--- src/rsi_pkg.sv ---
// Purpose: Shared constants and types of the reset state initializer.
// Assumes: 8-bit register bus with 9-bit addresses and a 13-bit program counter.
// Notes: Every register offset lives here; the status reset word and the interrupt flag and enable fields are set in rsi_core.
package rsi_pkg;

  // Bus, data and program counter widths.
  localparam int AW = 9;
  localparam int DW = 8;
  localparam int PCW = 13;
  // Number of interrupt sources.
  localparam int NSRC = 12;

  // Register offsets.
  localparam logic [AW-1:0] A_STATUS = 9'h003;
  localparam logic [AW-1:0] A_IRQ_CONTROL_REG = 9'h00B;
  localparam logic [AW-1:0] A_PERIPH_IRQ_FLAGS_1 = 9'h00C;
  localparam logic [AW-1:0] A_PERIPH_IRQ_FLAGS_2 = 9'h00D;
  localparam logic [AW-1:0] A_OPTION = 9'h081;
  localparam logic [AW-1:0] A_TRISA = 9'h085;
  localparam logic [AW-1:0] A_PIE1 = 9'h08C;
  localparam logic [AW-1:0] A_PIE2 = 9'h08D;
  localparam logic [AW-1:0] A_RESET_CAUSE_FLAGS = 9'h08E;
  localparam logic [AW-1:0] A_EVT = 9'h1F0;
  localparam logic [AW-1:0] A_EMASK = 9'h1F1;

  // Program counter targets.
  localparam logic [PCW-1:0] PC_RESET = 13'h0000;
  localparam logic [PCW-1:0] PC_VECTOR = 13'h0004;

  // Field positions in the core status word and control registers.
  localparam int ST_TO = 4;
  localparam int ST_PD = 3;
  localparam int PF_POR = 1;
  localparam int PF_BOR = 0;
  localparam int IC_GIE = 7;
  localparam int IC_PEIE = 6;

  // Reset values of control registers.
  localparam logic [DW-1:0] RST_ONES = 8'hFF;
  localparam logic [DW-1:0] RST_ZERO = 8'h00;
  // Reset-cause flag values after power-on and after brown-out.
  localparam logic [1:0] RESET_CAUSE_FLAGS_POR = 2'h0;
  localparam logic [1:0] RESET_CAUSE_FLAGS_BOR = 2'h2;

  // Event status bit positions.
  localparam int EVW = 7;
  localparam int EV_POR = 0;
  localparam int EV_BOR = 1;
  localparam int EV_PIN = 2;
  localparam int EV_WDR = 3;
  localparam int EV_WDW = 4;
  localparam int EV_IWK = 5;
  localparam int EV_VEC = 6;

  // Operating mode of the sequencer.
  typedef enum logic [1:0] {RSI_RUN, RSI_SLEEP, RSI_WAKE} rsi_mode_t;

  // Register bus request from software.
  typedef struct packed {
    logic wr;
    logic rd;
    logic [AW-1:0] addr;
    logic [DW-1:0] wdata;
  } rsi_bus_t;

  // Complete state of the core module.
  typedef struct packed {
    rsi_mode_t mode;
    logic gw;
    logic pin_q;
    logic pc_ld;
    logic [PCW-1:0] pc;
    logic [DW-1:0] status;
    logic [1:0] reset_cause_flags;
    logic [DW-1:0] irq_control_reg;
    logic [DW-1:0] periph_irq_flags_1;
    logic [DW-1:0] pie1;
    logic periph_irq_flags_2;
    logic pie2;
    logic [DW-1:0] option;
    logic [DW-1:0] trisa;
    logic [EVW-1:0] evt;
    logic [EVW-1:0] mask;
    logic [DW-1:0] rdata;
  } rsi_state_t;

  // State of the pin synchroniser.
  typedef struct packed {
    logic [2:0] ff;
    logic lvl;
  } rsi_sync_t;

endpackage : rsi_pkg

--- src/rsi_pin_sync.sv ---
// Purpose: Three-stage synchroniser for the external reset pin.
// Assumes: The pin idles high and is asynchronous to clk_in.
// Notes: The level changes only once the second and third stages agree.
module rsi_pin_sync import rsi_pkg::*; (
  input wire logic clk_in,
  input wire logic nrst_in,
  input wire logic pin_in,
  output logic level_out
);

  // Registered state and its next value.
  rsi_sync_t s_q;
  rsi_sync_t s_d;

  // Shift the pin in; only stages two and three feed the filter.
  always_comb begin
    s_d = s_q;
    s_d.ff = {s_q.ff[1:0], pin_in};
    if (s_q.ff[1] == s_q.ff[2]) begin
      s_d.lvl = s_q.ff[2];
    end
  end

  // Synchronous reset to the released level.
  always_ff @(posedge clk_in) begin
    if (!nrst_in) begin
      s_q <= '{ff: 3'h7, lvl: 1'b1};
    end else begin
      s_q <= s_d;
    end
  end

  // The filtered level comes straight from a flip-flop.
  assign level_out = s_q.lvl;

endmodule // rsi_pin_sync

--- src/rsi_core.sv ---
// Purpose: Applies program counter, status and reset-cause values per reset or wake cause.
// Assumes: nrst_in low is the power-on reset; the reset pin is an asynchronous level and other causes are pulses on clk_in.
// Notes: Register reads return data one cycle after the read strobe.
//
// Local design decision: the address-and-strobe port.
module rsi_core import rsi_pkg::*; (
  input wire logic clk_in,
  input wire logic nrst_in,
  input wire logic bor_in,
  input wire logic ext_rst_pin_n_in,
  input wire logic wdt_timeout_in,
  input wire logic sleep_in,
  input wire logic instr_done_in,
  input wire logic [PCW-1:0] pc_in,
  input wire logic [NSRC-1:0] irq_src_in,
  input wire rsi_bus_t bus_in,
  output logic [DW-1:0] rdata_out,
  output logic pc_load_out,
  output logic [PCW-1:0] pc_value_out,
  output logic [DW-1:0] status_out,
  output logic [1:0] reset_cause_out,
  output logic [DW-1:0] option_out,
  output logic [DW-1:0] trisa_out,
  output logic asleep_out,
  output logic irq_out
);

  // State after power-on: the low status bits are don't-care, held at zero.
  // unknown bits zeroed
  localparam rsi_state_t S_POR = '{
    mode: RSI_RUN, gw: 1'b0, pin_q: 1'b1, pc_ld: 1'b1, pc: PC_RESET,
    status: 8'h18, reset_cause_flags: RESET_CAUSE_FLAGS_POR, irq_control_reg: RST_ZERO, periph_irq_flags_1: RST_ZERO,
    pie1: RST_ZERO, periph_irq_flags_2: 1'b0, pie2: 1'b0, option: RST_ONES,
    trisa: RST_ONES, evt: 7'h01, mask: 7'h00, rdata: RST_ZERO};

  // Registered state and its next value.
  rsi_state_t s_q;
  rsi_state_t s_d;
  // Filtered external reset pin level.
  logic pin_n_sync;
  // Decoded cause events for this cycle.
  logic pin_fall;
  logic ev_bor;
  logic ev_pin;
  logic ev_wdt;
  logic pend;
  logic ev_wake;
  logic ev_vec;
  logic wake_done;

  // True when the bus addresses the given register.
  function automatic logic hit(input logic [AW-1:0] a, input logic [AW-1:0] r);
    return a == r;
  endfunction

  // Control registers return to their defined values on any full reset.
  function automatic rsi_state_t ctrl_reset(input rsi_state_t s);
    rsi_state_t r;
    r = s;
    r.option = RST_ONES;
    r.trisa = RST_ONES;
    r.pie1 = RST_ZERO;
    r.pie2 = 1'b0;
    r.irq_control_reg = {7'h00, s.irq_control_reg[0]};
    r.periph_irq_flags_1 = RST_ZERO;
    r.periph_irq_flags_2 = 1'b0;
    r.pc = PC_RESET;
    r.pc_ld = 1'b1;
    r.mode = RSI_RUN;
    return r;
  endfunction

  // Read multiplexer; unmapped and unimplemented bits read as zero.
  function automatic logic [DW-1:0] rd_mux(input rsi_state_t s, input logic [AW-1:0] a);
    logic [DW-1:0] v;
    v = RST_ZERO;
    if (hit(a, A_STATUS)) v = s.status;
    if (hit(a, A_IRQ_CONTROL_REG)) v = s.irq_control_reg;
    if (hit(a, A_PERIPH_IRQ_FLAGS_1)) v = s.periph_irq_flags_1;
    if (hit(a, A_PERIPH_IRQ_FLAGS_2)) v = {7'h00, s.periph_irq_flags_2};
    if (hit(a, A_OPTION)) v = s.option;
    if (hit(a, A_TRISA)) v = s.trisa;
    if (hit(a, A_PIE1)) v = s.pie1;
    if (hit(a, A_PIE2)) v = {7'h00, s.pie2};
    if (hit(a, A_RESET_CAUSE_FLAGS)) v = {6'h00, s.reset_cause_flags};
    if (hit(a, A_EVT)) v = {1'b0, s.evt};
    if (hit(a, A_EMASK)) v = {1'b0, s.mask};
    return v;
  endfunction

  // Filters the asynchronous reset pin.
  rsi_pin_sync u_pin_sync (
    .clk_in(clk_in),
    .nrst_in(nrst_in),
    .pin_in(ext_rst_pin_n_in),
    .level_out(pin_n_sync)
  );

  // Decodes the causes in priority order: brown-out, pin, watchdog, interrupt.
  always_comb begin
    pin_fall = s_q.pin_q & ~pin_n_sync;
    ev_bor = bor_in;
    ev_pin = ~ev_bor & pin_fall;
    ev_wdt = ~ev_bor & ~pin_fall & wdt_timeout_in;
    pend = (|(s_q.irq_control_reg[2:0] & s_q.irq_control_reg[5:3]))
         | (s_q.irq_control_reg[IC_PEIE] & ((|(s_q.periph_irq_flags_1 & s_q.pie1)) | (s_q.periph_irq_flags_2 & s_q.pie2)));
    ev_wake = ~ev_bor & ~pin_fall & ~wdt_timeout_in & (s_q.mode == RSI_SLEEP) & pend;
    wake_done = (s_q.mode == RSI_WAKE) & instr_done_in;
    ev_vec = ~ev_bor & ~pin_fall & ~wdt_timeout_in
           & (((s_q.mode == RSI_RUN) & s_q.irq_control_reg[IC_GIE] & pend) | (wake_done & s_q.gw));
  end

  // Next-state logic: bus access, flag capture, then the cause actions.
  always_comb begin
    s_d = s_q;
    s_d.pc_ld = 1'b0;
    s_d.pin_q = pin_n_sync;
    // Software writes; the timeout and powerdown bits are read-only.
    if (bus_in.wr) begin
      if (hit(bus_in.addr, A_STATUS)) begin
        s_d.status = {bus_in.wdata[7:5], s_q.status[4:3], bus_in.wdata[2:0]};
      end
      if (hit(bus_in.addr, A_IRQ_CONTROL_REG)) s_d.irq_control_reg = bus_in.wdata;
      if (hit(bus_in.addr, A_PERIPH_IRQ_FLAGS_1)) s_d.periph_irq_flags_1 = bus_in.wdata;
      if (hit(bus_in.addr, A_PERIPH_IRQ_FLAGS_2)) s_d.periph_irq_flags_2 = bus_in.wdata[0];
      if (hit(bus_in.addr, A_OPTION)) s_d.option = bus_in.wdata;
      if (hit(bus_in.addr, A_TRISA)) s_d.trisa = bus_in.wdata;
      if (hit(bus_in.addr, A_PIE1)) s_d.pie1 = bus_in.wdata;
      if (hit(bus_in.addr, A_PIE2)) s_d.pie2 = bus_in.wdata[0];
      if (hit(bus_in.addr, A_RESET_CAUSE_FLAGS)) s_d.reset_cause_flags = bus_in.wdata[1:0];
      if (hit(bus_in.addr, A_EMASK)) s_d.mask = bus_in.wdata[EVW-1:0];
    end
    // Each source sets its own flag; a set beats a clearing write.
    // per-source flags
    s_d.irq_control_reg[2:0] = s_d.irq_control_reg[2:0] | irq_src_in[2:0];
    s_d.periph_irq_flags_1 = s_d.periph_irq_flags_1 | irq_src_in[10:3];
    s_d.periph_irq_flags_2 = s_d.periph_irq_flags_2 | irq_src_in[11];
    // Reads capture data; a read of the event status register clears it.
    if (bus_in.rd) begin
      s_d.rdata = rd_mux(s_q, bus_in.addr);
      if (hit(bus_in.addr, A_EVT)) s_d.evt = '0;
    end
    // New events are sticky and win over the read clear.
    s_d.evt[EV_BOR] = s_d.evt[EV_BOR] | ev_bor;
    s_d.evt[EV_PIN] = s_d.evt[EV_PIN] | ev_pin;
    s_d.evt[EV_WDR] = s_d.evt[EV_WDR] | (ev_wdt & (s_q.mode != RSI_SLEEP));
    s_d.evt[EV_WDW] = s_d.evt[EV_WDW] | (ev_wdt & (s_q.mode == RSI_SLEEP));
    s_d.evt[EV_IWK] = s_d.evt[EV_IWK] | ev_wake;
    s_d.evt[EV_VEC] = s_d.evt[EV_VEC] | ev_vec;
    // Cause actions, highest priority first.
    if (ev_bor) begin
      s_d = ctrl_reset(s_d);
      s_d.status = {3'h0, 1'b1, 1'b1, s_q.status[2:0]};
      s_d.reset_cause_flags = RESET_CAUSE_FLAGS_BOR;
    end else if (ev_pin) begin
      s_d = ctrl_reset(s_d);
      s_d.reset_cause_flags = s_q.reset_cause_flags;
      if (s_q.mode == RSI_RUN) begin
        s_d.status = {3'h0, s_q.status[4:0]};
      end else begin
        s_d.status = {3'h0, 1'b1, 1'b0, s_q.status[2:0]};
      end
    end else if (ev_wdt) begin
      if (s_q.mode == RSI_SLEEP) begin
        s_d.status[ST_TO] = 1'b0;
        s_d.status[ST_PD] = 1'b0;
        s_d.pc = PCW'(pc_in + 1'b1);
        s_d.pc_ld = 1'b1;
        s_d.mode = RSI_RUN;
      end else begin
        s_d = ctrl_reset(s_d);
        s_d.reset_cause_flags = s_q.reset_cause_flags;
        s_d.status = {3'h0, 1'b0, s_q.status[3:0]};
      end
    end else if (ev_wake) begin
      s_d.status[ST_TO] = 1'b1;
      s_d.status[ST_PD] = 1'b0;
      s_d.pc = PCW'(pc_in + 1'b1);
      s_d.pc_ld = 1'b1;
      s_d.mode = RSI_WAKE;
      s_d.gw = s_q.irq_control_reg[IC_GIE];
    end else if (ev_vec) begin
      s_d.pc = PC_VECTOR;
      s_d.pc_ld = 1'b1;
      s_d.irq_control_reg[IC_GIE] = 1'b0;
      s_d.mode = RSI_RUN;
    end else if (wake_done) begin
      // The wake instruction retired with interrupts off; carry on.
      s_d.mode = RSI_RUN;
    end else if (sleep_in && (s_q.mode == RSI_RUN)) begin
      // Entering sleep sets timeout and clears powerdown.
      s_d.status[ST_TO] = 1'b1;
      s_d.status[ST_PD] = 1'b0;
      s_d.mode = RSI_SLEEP;
    end
  end

  // Registers the state; power-on loads the documented constants.
  always_ff @(posedge clk_in) begin
    if (!nrst_in) begin
      s_q <= S_POR;
    end else begin
      s_q <= s_d;
    end
  end

  // Outputs come from flip-flops except the level interrupt and the sleep flag, which are decoded from them.
  assign rdata_out = s_q.rdata;
  assign pc_load_out = s_q.pc_ld;
  assign pc_value_out = s_q.pc;
  assign status_out = s_q.status;
  assign reset_cause_out = s_q.reset_cause_flags;
  assign option_out = s_q.option;
  assign trisa_out = s_q.trisa;
  assign asleep_out = (s_q.mode == RSI_SLEEP);
  assign irq_out = |(s_q.evt & s_q.mask);

  // Power-on leaves PC zero, timeout and powerdown set, power-on flag clear.
  property p_por;
    @(posedge clk_in) !nrst_in |=> (pc_value_out == PC_RESET) && pc_load_out
      && (status_out[7:3] == 5'h03) && (reset_cause_out[PF_POR] == 1'b0);
  endproperty
  a_por: assert property (p_por) else $error("power-on state wrong");

  // Brown-out gives flags 10 and the power-up status pattern.
  property p_bor;
    @(posedge clk_in) disable iff (!nrst_in)
      ev_bor |=> (reset_cause_out == RESET_CAUSE_FLAGS_BOR) && (status_out[7:3] == 5'h03);
  endproperty
  a_bor: assert property (p_bor) else $error("brown-out flags wrong");

  // Pin reset while running keeps timeout and powerdown.
  property p_pin_run;
    @(posedge clk_in) disable iff (!nrst_in)
      ev_pin && (s_q.mode == RSI_RUN) |=> (status_out[7:5] == 3'h0)
      && (status_out[4:0] == $past(status_out[4:0])) && (pc_value_out == PC_RESET);
  endproperty
  a_pin_run: assert property (p_pin_run) else $error("pin reset status wrong");

  // Pin reset while asleep sets timeout and clears powerdown.
  property p_pin_slp;
    @(posedge clk_in) disable iff (!nrst_in)
      ev_pin && (s_q.mode == RSI_SLEEP) |=> (status_out[7:3] == 5'h02)
      && (reset_cause_out == $past(reset_cause_out));
  endproperty
  a_pin_slp: assert property (p_pin_slp) else $error("pin sleep reset wrong");

  // Watchdog reset clears timeout and keeps powerdown.
  property p_wdr;
    @(posedge clk_in) disable iff (!nrst_in)
      ev_wdt && (s_q.mode != RSI_SLEEP) |=> !status_out[ST_TO]
      && (status_out[ST_PD] == $past(status_out[ST_PD])) && pc_load_out;
  endproperty
  a_wdr: assert property (p_wdr) else $error("watchdog reset wrong");

  // Interrupt wake resumes at the next address with timeout set.
  property p_iwk;
    @(posedge clk_in) disable iff (!nrst_in)
      ev_wake |=> (pc_value_out == PCW'($past(pc_in) + 1'b1))
      && status_out[ST_TO] && !status_out[ST_PD] && pc_load_out;
  endproperty
  a_iwk: assert property (p_iwk) else $error("interrupt wake wrong");

  // With the global enable set, the vector follows the retired step.
  property p_vec;
    @(posedge clk_in) disable iff (!nrst_in)
      wake_done && s_q.gw && !ev_bor && !pin_fall && !wdt_timeout_in
      |=> (pc_value_out == PC_VECTOR) && !s_q.irq_control_reg[IC_GIE];
  endproperty
  a_vec: assert property (p_vec) else $error("vector load missing");

  // A pin reset restores option and direction to ones.
  property p_ctrl;
    @(posedge clk_in) disable iff (!nrst_in)
      ev_pin |=> (option_out == RST_ONES) && (trisa_out == RST_ONES) && (s_q.pie1 == RST_ZERO);
  endproperty
  a_ctrl: assert property (p_ctrl) else $error("control defaults wrong");

  // Reset-cause flag reads show zero in the unimplemented bits.
  property p_unimp;
    @(posedge clk_in) disable iff (!nrst_in)
      bus_in.rd && hit(bus_in.addr, A_RESET_CAUSE_FLAGS) |=> (rdata_out[7:2] == 6'h00);
  endproperty
  a_unimp: assert property (p_unimp) else $error("unused bits not zero");

endmodule // rsi_core

--- config.mk ---
export PLATFORM = sky130hd
export DESIGN_NAME = rsi_core
export DESIGN_NICKNAME = d
export VERILOG_FILES = /design/src/rsi_pkg.sv /design/src/rsi_pin_sync.sv /design/src/rsi_core.sv
export SDC_FILE = /design/constraint.sdc
export NUM_CORES = 1
export LEC_CHECK = 0
export ABC_CLOCK_PERIOD_IN_PS = 3200
export BUFFER_PORTS_ARGS = -buffer_cell sky130_fd_sc_hd__buf_2
export CORE_MARGIN = 2
export CORE_UTILIZATION = 35
export CTS_BUF_LIST = sky130_fd_sc_hd__clkbuf_16
export CTS_CLUSTER_SIZE = 30
export DETAILED_ROUTE_END_ITERATION = 10
export GPL_ROUTABILITY_DRIVEN = 0
export SKIP_CTS_REPAIR_TIMING = 1
export SLEW_MARGIN = 20
export SYNTH_ARGS = -nofsm -noshare
export SYNTH_HDL_FRONTEND = slang
export SYNTH_HIERARCHICAL = 1
export SYNTH_SLANG_ARGS = --single-unit
--- constraint.sdc ---
create_clock -name clk_in -period 3.2 [get_ports clk_in]
set_input_delay 0.96 -clock clk_in [delete_from_list [all_inputs] [get_ports clk_in]]
set_output_delay 0.96 -clock clk_in [all_outputs]
set_load 0.02 [all_outputs]
## Word-level counts from Yosys, hierarchy flattened

Cells that the tools add are included.

- Bits in registers: 96
- Bits of input ports: 51
- Output and inout port bits: 50
- Word-level logic and storage cells: 151

- $add $sub $neg: 1
- Equality and inequality tests: 20
- Muxes and demuxes: 51
- Bitwise gates (word level): 38
- Reduce and logical (&&, ||, !) cells: 16

Operators by type and width:

| operator | number |
|---|---|
| $mux W8 | 18 |
| $mux W74 | 1 |
| $mux W69 | 1 |
| $mux W66 | 1 |
| $mux W63 | 1 |
| $mux W52 | 1 |
| $eq A9 B8 Y1 const B | 5 |
| $mux W14 | 3 |
| $mux W7 | 4 |
| $eq A9 B4 Y1 const B | 3 |
| $mux W2 | 10 |
| $eq A9 B9 Y1 const B | 2 |
| $and A1 B1 Y1 | 16 |
| $reduce_or A7 Y1 | 2 |
| $add A13 B1 Y13 const B | 1 |
| $mux W13 | 1 |
| $mux W5 | 2 |
| $or A1 B1 Y1 | 10 |
| $eq A9 B2 Y1 const B | 1 |
| $and A8 B8 Y8 | 1 |
| $or A8 B8 Y8 | 1 |
| $reduce_or A8 Y1 | 1 |
| $and A7 B7 Y7 | 1 |
| $not A1 Y1 | 7 |
| 20 further kinds | 32 |

## Longest topological paths before layout

Gate-level depths: netlist (run 1).

- Depth after elaboration: 17
- Mapped depth: 8
- Mapped depth without buffers: 6

## Cells and area by module

The synthesis (run 1) kept the hierarchy.

By module, submodules not included:

| module | times used | cells an instance | area each (sq um) | seq. area each (sq um) |
|---|---|---|---|---|
| rsi_core | 1 | 627 | 5190.0 | 1841.8 |
| rsi_pin_sync | 1 | 10 | 112.6 | 80.1 |

## Least setup slack after synthesis (run 1)

OpenSTA, ideal clock, no wires.

- Path kind: input to register
- Start: in bus_in[12] (netlist bit)
- End: reg s_q, in the netlist rdata_out[0]
- Setup time: 0.129 ns
- Arrival: 2.562 ns
- Data required time: 3.071 ns
- Setup slack: 0.510 ns
- Stages on the path: 7
- Path through: buf_2 -> or4b_1 -> buf_6 -> o41a_1 -> a211o_1 -> a31oi_1 -> o22ai_1

- Word-level cells in the longest chain between the ends: 17
- Elaborated cells on any way between the ends: 27
- Classes of those cells: 11 x eq/ne; 16 x mux

RTL lines:

| element | line | text |
|---|---|---|
| start: declaration | rsi_core.sv:16 | `input wire rsi_bus_t bus_in,` |
| $eq A9 B2 Y1 | rsi_core.sv:53 | `return a == r;` |
| $mux W8 | rsi_core.sv:77 | `if (hit(a, A_STATUS)) v = s.status;` |
| $mux W8 | rsi_core.sv:78 | `if (hit(a, A_IRQ_CONTROL_REG)) v = s.irq_control_reg;` |
| $mux W8 | rsi_core.sv:79 | `if (hit(a, A_PERIPH_IRQ_FLAGS_1)) v = s.periph_irq_flags_1;` |
| $mux W8 | rsi_core.sv:80 | `if (hit(a, A_PERIPH_IRQ_FLAGS_2)) v = {7'h00, s.periph_irq_flags_2};` |
| $mux W8 | rsi_core.sv:81 | `if (hit(a, A_OPTION)) v = s.option;` |
| $mux W8 | rsi_core.sv:82 | `if (hit(a, A_TRISA)) v = s.trisa;` |
| $mux W8 | rsi_core.sv:83 | `if (hit(a, A_PIE1)) v = s.pie1;` |
| $mux W8 | rsi_core.sv:84 | `if (hit(a, A_PIE2)) v = {7'h00, s.pie2};` |
| $mux W8 | rsi_core.sv:85 | `if (hit(a, A_RESET_CAUSE_FLAGS)) v = {6'h00, s.reset_cause_flags};` |
| $mux W8 | rsi_core.sv:86 | `if (hit(a, A_EVT)) v = {1'b0, s.evt};` |
| $mux W8 * | rsi_core.sv:87 | `if (hit(a, A_EMASK)) v = {1'b0, s.mask};` |
| $mux W8 * | rsi_core.sv:139 | `if (bus_in.rd) begin` |
| $mux W69 | rsi_core.sv:164 | `if (s_q.mode == RSI_SLEEP) begin` |
| $mux W63 | rsi_core.sv:163 | `end else if (ev_wdt) begin` |
| $mux W74 | rsi_core.sv:155 | `end else if (ev_pin) begin` |
| $mux W66 * | rsi_core.sv:151 | `if (ev_bor) begin` |
| end signal: assignment | rsi_core.sv:201 | `s_q <= S_POR;` |
| end signal: assignment | rsi_core.sv:203 | `s_q <= s_d;` |
| end: declaration | rsi_core.sv:37 | `rsi_state_t s_q;` |

Mark *: on every way between the ends. The rest lies on a longest branch, timed or not. The select of a mux whose other input is x is not followed.
A chain may end at the register's enable or synchronous reset.

## Final worst setup path (run 1)

- Start: in bus_in[12] (netlist bit)
- End: reg s_q, in the netlist trisa_out[6]

- Word-level cells in the longest chain between the ends: 5

RTL lines:

| element | line | text |
|---|---|---|
| $eq A9 B8 Y1 * | rsi_core.sv:53 |  |
| $mux W8 * | rsi_core.sv:127 | `if (hit(bus_in.addr, A_TRISA)) s_d.trisa = bus_in.wdata;` |
| $mux W52 * | rsi_core.sv:119 | `if (bus_in.wr) begin` |
| $mux W69 | rsi_core.sv:164 |  |
| $mux W63 * | rsi_core.sv:163 |  |

Marks and branches as above.

==> impl_metrics.py, run 1 <==
metrics = {
    "grt": {
        "grt_overflow_total": 0,
        "antenna_found_initial": 0,
        "grt_pass1_vias": 4679,
        "grt_max_degree": 28,
        "grt_pass1_wl_mm": 25.35,
        "gr-usage-all-layers": 0.1997,
    },
    "power_and_ir_drop": {
        "p_int_uw": 1962,
        "seqPwrFrac": 0.472,
        "switching_share": 0.2421,
        "pwr-share-clk": 0.437,
        "p_leak_uw": 0.002479,
        "p_sw_uw": 626.7,
        "comb_power_share": 0.092,
        "ir_drop_mv": 0.2637,
        "power.density_nw_per_um2": 435.4,
    },
    "logic_synthesis": {
        "synth_adder_area_share": 0.002360,
        "yosys.area.top_type": "dfxtp_1",
        "ys_async_sr_fraction": 0,
        "yosysTopAreaCellShare": 0.3624,
        "synth-compound-area-share": 0.1885,
        "ys_seq_area_frac": 0.3624,
        "synth_top_family_by_area": "simple AND/OR/NAND/NOR gates",
        "ys_ff_latch": 96,
        "yosys-top-cells-area": "dfxtp_1 36%, buf_4 6.8%, nand2_1 5.0%",
        "syn_avg_cell_area_um2": 8.324,
        "syn-cell-area_um2": 5303,
        "synthMuxAreaShare": 0.05545,
        "yosys-top-cells-count": "96 x dfxtp_1, 71 x nand2_1, 53 x nand3_1",
        "synthXorXnorAreaFrac": 0.01982,
        "synth.distinct_cells": 74,
        "yosys_most_used_dff": "dfxtp_1",
        "synth_warnings": 6,
        "netlist_instances": 637,
        "synth_edf_count": 0,
        "synthSimpleGateAreaFrac": 0.2539,
        "synth.most_common_cell": "dfxtp_1",
        "synth_nets": 689,
    },
    "sta": {
        "fmax_ghz": 0.3892,
        "max_slew_margin": 0.5107,
        "worst_pin_slew_ps": 734.0,
        "rsz0062_at_grt": "false",
        "finalMaxSlewViolations": 0,
        "min_period_ps": 2569,
        "hold_violations": 0,
        "finalClockSkew_ps": 6.495,
        "tns_ps": 0,
        "fin_crit_sh": 0.8029,
        "finalSetupViolCount": 0,
    },
    "hold_path": {
        "worstHoldPathType": "reg -> reg",
        "whs_path_depth": 1,
        "hold_end": "u_pin_sync/s_d[3]",
        "hold_start": "u_pin_sync/s_d[2]",
    },
    "critical_path": {
        "path_max_fanout": 9,
        "worst-setup-path-type": "in -> reg",
        "worstReg2RegStart": "s_q[52]",
        "arrival_ps": 2760,
        "rr_endpoint": "pc_value_out[1]",
        "critical_path_required_ps": 3400,
        "startpoint_type": "primary input",
        "r2r_cells": 5,
        "end_kind": "flop",
        "reg2reg_slack_ps": 1000,
    },
    "cts": {
        "root_buffer": "clkbuf_16",
        "cts_buffer_depth": 2,
        "cts.sinks": 96,
        "cts_made_buffers": 9,
        "cts_tree": "built",
        "clk_pin_slew_ps": 70,
        "clk_latency_ps": 350,
        "htreeDepth": 3,
    },
    "place": {
        "numPortBuffers": 100,
        "dp_hpwl_mm": 12.18,
        "place_area_um2": 5643,
        "numPlacedInstances": 855,
    },
    "routing": {
        "wl_per_cell_um": 18.80,
        "firstDrtPassIters": 5,
        "routed_via_density": 5.699,
        "drt_iter0_drc": 506,
        "ant_nets": 0,
        "vias": 4958,
        "routed_wl_mm": 16.36,
        "drcViolationCount": 0,
    },
    "floorplanning": {
        "pin_count": 101,
        "die_w_um": 127.1,
        "die_h_um": 127.1,
        "rows": 44,
        "die_area_um2": 16150,
        "start_util": 0.3621,
        "coreArea_um2": 14640,
    },
    "finish": {
        "area_growth_pct": 12.13,
        "final_area_um2": 5946,
        "drive_gt1_frac": 0.2201,
        "nets": 734,
        "diodes": 0,
        "stdcell_count": 870,
    },
    "flow_run": {
        "cap_viol_max_count": 0,
    },
    "outcome": {
        "status": "finished clean",
    },
}
-- cells by family (layout without fill, tap and decap cells) --
family / after synthesis / count (layout)
multiplexers: 29 / 29
AND/OR/NAND/NOR: 251 / 251
flip-flops: 96 / 96
adder cells (fa/ha/maj): 1 / 1
buffers and inverters: 109 / 158
XOR/XNOR: 12 / 12
AO/OA/AOI/OAI: 139 / 139
-- cell usage in the layout (no fill, tap or decap), types with 7 or more instances in the layout --
cell / n
a21oi_1: 42
nand2_1: 71
nor2b_1: 7
mux2i_1: 26
and3_1: 11
clkbuf_16: 9
xnor2_1: 8
a31oi_1: 7
nand4_1: 12
o211ai_1: 7
nand3_1: 53
o21a_1: 7
dfxtp_1: 96
o2bb2ai_1: 16
nor2_1: 39
o21ai_0: 10
buf_2: 100
nand2b_1: 15
nor3_1: 10
inv_1: 26
buf_4: 19
-- worst max path at each step --
stage / startpoint / endpoint / slack, ps / cells past startpoint
after global placement: bus_in[12] / rdata_out[0] / 340 / 7
after floorplan: bus_in[12] / rdata_out[0] / 510 / 7
after CTS: bus_in[12] / trisa_out[5] / 650 / 7
final: bus_in[12] / trisa_out[6] / 630 / 7
after detailed placement: bus_in[12] / trisa_out[5] / 300 / 6
after global routing: bus_in[12] / trisa_out[2] / 500 / 7
-- registers in the layout (all words and copies together), names as in the netlist --
name / flops
s_q: 44
pc_load_out: 1
status_out: 8
option_out: 8
pc_value_out: 13
rdata_out: 8
reset_cause_out: 2
u_pin_sync/s_q: 1
u_pin_sync/level_out: 1
trisa_out: 8
u_pin_sync/s_d: 2
-- stage by stage --
step | worst slack [ps] | hold slack [ps] | total power, uW | utilization
3_5_place_dp | 296.0 | 400.2 | 1481 | 0.3853
5_1_grt | 503.9 | 450.7 | 2665 | 0.4060
6_report | 630.6 | 414.8 | 2589 | 0.4060
2_1_floorplan | 509.7 | 386.3 | 1382 | -
3_3_place_gp | 337.7 | 392.6 | 1477 | 0.3853
4_1_cts | 652.1 | 419.0 | 2593 | 0.4060
-- per-layer routing --
layer | vias up | wire length, um | track usage | share of wire
met4 | 0 | 456 | 0.08016 | 0.028
met2 | 210 | 7347 | 0.3134 | 0.45
met5 | - | 0 | 0 | 0
met3 | 44 | 1184 | 0.04229 | 0.072
li1 | 2346 | - | - | -
met1 | 2358 | 7371 | 0.2689 | 0.45
-- worst max-delay path: stages --
cell and delay [ps]:
buf_2 160, or4b_1 530, buf_4 210, nor4_4 410, nand2_1 280, nand2_1 140, nand3_1 80
-- cell type report --
type	count	area, um2
sequential	96	1922
inverter	24	90.09
multi-input combinational	432	2758
fill	1490	8698
clock inverter	6	77.57
clock buffer	9	225.2
timing repair buffer	119	643.1
tap	184	230.2
-- power groups by stage --
stage / Clock (uW) / Sequential, uW / Combinational, uW
detailed placement: 0 / 1250 / 233
finish: 1130 / 1220 / 238
floorplan: 0 / 1240 / 139
CTS: 1140 / 1220 / 234
global placement: 0 / 1250 / 230
global route: 1190 / 1220 / 256
Power figures use the tool's default switching activity.
==> run 2, diff against run 1 <==
--- a/config.mk
+++ b/config.mk
@@ -5,7 +5,7 @@
 export SDC_FILE = /design/constraint.sdc
 export NUM_CORES = 1
 export LEC_CHECK = 0
-export ABC_CLOCK_PERIOD_IN_PS = 3200
+export ABC_CLOCK_PERIOD_IN_PS = 2600
 export BUFFER_PORTS_ARGS = -buffer_cell sky130_fd_sc_hd__buf_2
 export CORE_MARGIN = 2
 export CORE_UTILIZATION = 35
==> constraint.sdc (replaced) <==
create_clock -name clk_in -period 2.6 [get_ports clk_in]
set_input_delay 0.78 -clock clk_in [delete_from_list [all_inputs] [get_ports clk_in]]
set_output_delay 0.78 -clock clk_in [all_outputs]
set_load 0.02 [all_outputs]
==> impl_metrics.py, run 2 (synthesis results as in run 1) <==
metrics = {
    "finish": {
        "stdcell_count": 891,
        "drive_gt1_frac": 0.2447,
        "fillers": 1499,
        "largest_reg_flops": 44,
        "area_growth_pct": 15.29,
        "regMostFlops": "s_q",
        "nets": 754,
        "mostFrequentLayoutCells": "100 x buf_2, 96 x dfxtp_1, 71 x nand2_1",
        "final_area_um2": 6113,
        "final_common_cell": "buf_2",
        "diodes": 0,
    },
    "power_and_ir_drop": {
        "p_sw_uw": 797.7,
        "power.density_nw_per_um2": 514.9,
        "p_int_uw": 2350,
        "switching_share": 0.2534,
        "pwr-share-clk": 0.424,
        "seqPwrFrac": 0.477,
        "ir_drop_mv": 0.3224,
        "p_leak_uw": 0.002578,
        "comb_power_share": 0.098,
    },
    "critical_path": {
        "arrival_ps": 2570,
        "startpoint_type": "primary input",
        "rr_endpoint": "pc_value_out[3]",
        "path_max_fanout": 5,
        "cp_cell_sequence": "buf_2, or4b_2, o41ai_1, nor3_1, o211ai_1, a21oi_1",
        "crit_start": "bus_in[11]",
        "critical_path_required_ps": 2820,
        "worstReg2RegStart": "s_q[52]",
        "worst-setup-path-type": "in -> reg",
        "cp_slowest_cell": "or4b_2",
        "endpoint": "rdata_out[4]",
        "r2r_cells": 5,
        "end_kind": "flop",
        "cpPeakStageDelay_ps": 770,
        "reg2reg_slack_ps": 410,
    },
    "grt": {
        "grt_pass1_vias": 4826,
        "grt_max_degree": 28,
        "grt_pass1_wl_mm": 25.74,
        "grt_overflow_total": 0,
        "gr-usage-all-layers": 0.2043,
        "antenna_found_initial": 0,
    },
    "floorplanning": {
        "rows": 44,
        "start_util": 0.3621,
        "die_h_um": 127.1,
        "die_area_um2": 16150,
        "die_w_um": 127.1,
        "pin_count": 101,
        "coreArea_um2": 14640,
    },
    "cts": {
        "clk_latency_ps": 350,
        "cts_buffer_depth": 2,
        "cts_made_buffers": 9,
        "cts_tree": "built",
        "cts.sinks": 96,
        "root_buffer": "clkbuf_16",
        "htreeDepth": 3,
        "clk_pin_slew_ps": 70,
    },
    "routing": {
        "routed_wl_mm": 16.39,
        "firstDrtPassIters": 6,
        "drt_iter0_drc": 507,
        "ant_nets": 0,
        "vias": 5073,
        "wl_per_cell_um": 18.39,
        "routed_via_density": 5.694,
        "drcViolationCount": 0,
    },
    "sta": {
        "hold_violations": 0,
        "max_slew_margin": 0.6318,
        "min_period_ps": 2346,
        "finalClockSkew_ps": 6.844,
        "finalSetupViolCount": 0,
        "fin_crit_sh": 0.9022,
        "worst_pin_slew_ps": 545.2,
        "finalMaxSlewViolations": 0,
        "rsz0062_at_grt": "false",
        "fmax_ghz": 0.4263,
    },
    "place": {
        "dp_hpwl_mm": 12.38,
        "numPortBuffers": 100,
        "place_area_um2": 5818,
        "numPlacedInstances": 875,
    },
    "flow_run": {
        "cap_viol_max_count": 0,
    },
    "hold_path": {
        "worstHoldPathType": "reg -> reg",
    },
    "outcome": {
        "status": "finished clean",
    },
}
==> run 2: cell count changes in the layout (fill, tap and decap cells not counted) <==
cell and delta:
buf_12 +2, clkinv_4 +1, bufinv_16 -1, inv_1 -1, buf_4 +18, inv_6 +2
==> run 2: worst max-delay path, delay by kind of cell <==
kind	cells	cell delay, ps
buffers and inverters	1	120
and+or+nand+nor	2	910
AOI/OAI and AO/OA	3	750
==> run 2: layout make-up <==
cell class | count | area (um2) | area share
clock buffers | 9 | 225.2 | 0.03684
multi-input cells | 432 | 2758 | 0.4511
repair buffers | 139 | 818.3 | 0.1339
inverters | 24 | 90.09 | 0.01474
flip-flops and latches | 96 | 1922 | 0.3144
well taps | 184 | 230.2 | 0.03766
clock inverters | 7 | 70.07 | 0.01146
==> run 2: power by group through the flow <==
| stage | clock network [uW] | registers, uW | logic (uW) |
|---|---|---|---|
| floorplan | 0 | 1530 | 170 |
| global placement | 0 | 1540 | 302 |
| detailed placement | 0 | 1540 | 306 |
| CTS | 1360 | 1500 | 308 |
| global route | 1420 | 1500 | 338 |
| finish | 1340 | 1500 | 310 |
==> run 2: worst min-delay path by stage <==
stage	start	endpoint	cells past startpoint
CTS	u_pin_sync/s_d[2]	u_pin_sync/s_d[3]	1
global route	u_pin_sync/s_d[2]	u_pin_sync/s_d[3]	1
detailed placement	u_pin_sync/s_d[2]	u_pin_sync/s_d[3]	1
global placement	u_pin_sync/s_d[2]	u_pin_sync/s_d[3]	1
floorplan	u_pin_sync/s_d[2]	u_pin_sync/s_d[3]	1
finish	u_pin_sync/s_d[2]	u_pin_sync/s_d[3]	1
==> run 2: routing by layer <==
| metal | GRT usage | part of all wire |
|---|---|---|
| met1 | 0.2763 | 0.44 |
| met2 | 0.3128 | 0.45 |
| met3 | 0.04690 | 0.083 |
| met4 | 0.08920 | 0.031 |
| met5 | 0 | 0 |
==> run 2: per-stage QoR <==
step | total power, uW | utilization | hold slack, ps | worst slack [ps] | setup TNS, ps
6_report | 3148 | 0.4175 | 408.8 | 254.3 | 0
3_5_place_dp | 1842 | 0.3973 | 395.5 | -75.84 | -85.83
5_1_grt | 3259 | 0.4175 | 438.7 | 152.6 | 0
4_1_cts | 3168 | 0.4175 | 410.6 | 277.6 | 0
2_1_floorplan | 1701 | - | 386.3 | 89.67 | 0
3_3_place_gp | 1838 | 0.3973 | 393.4 | -51.07 | -51.07
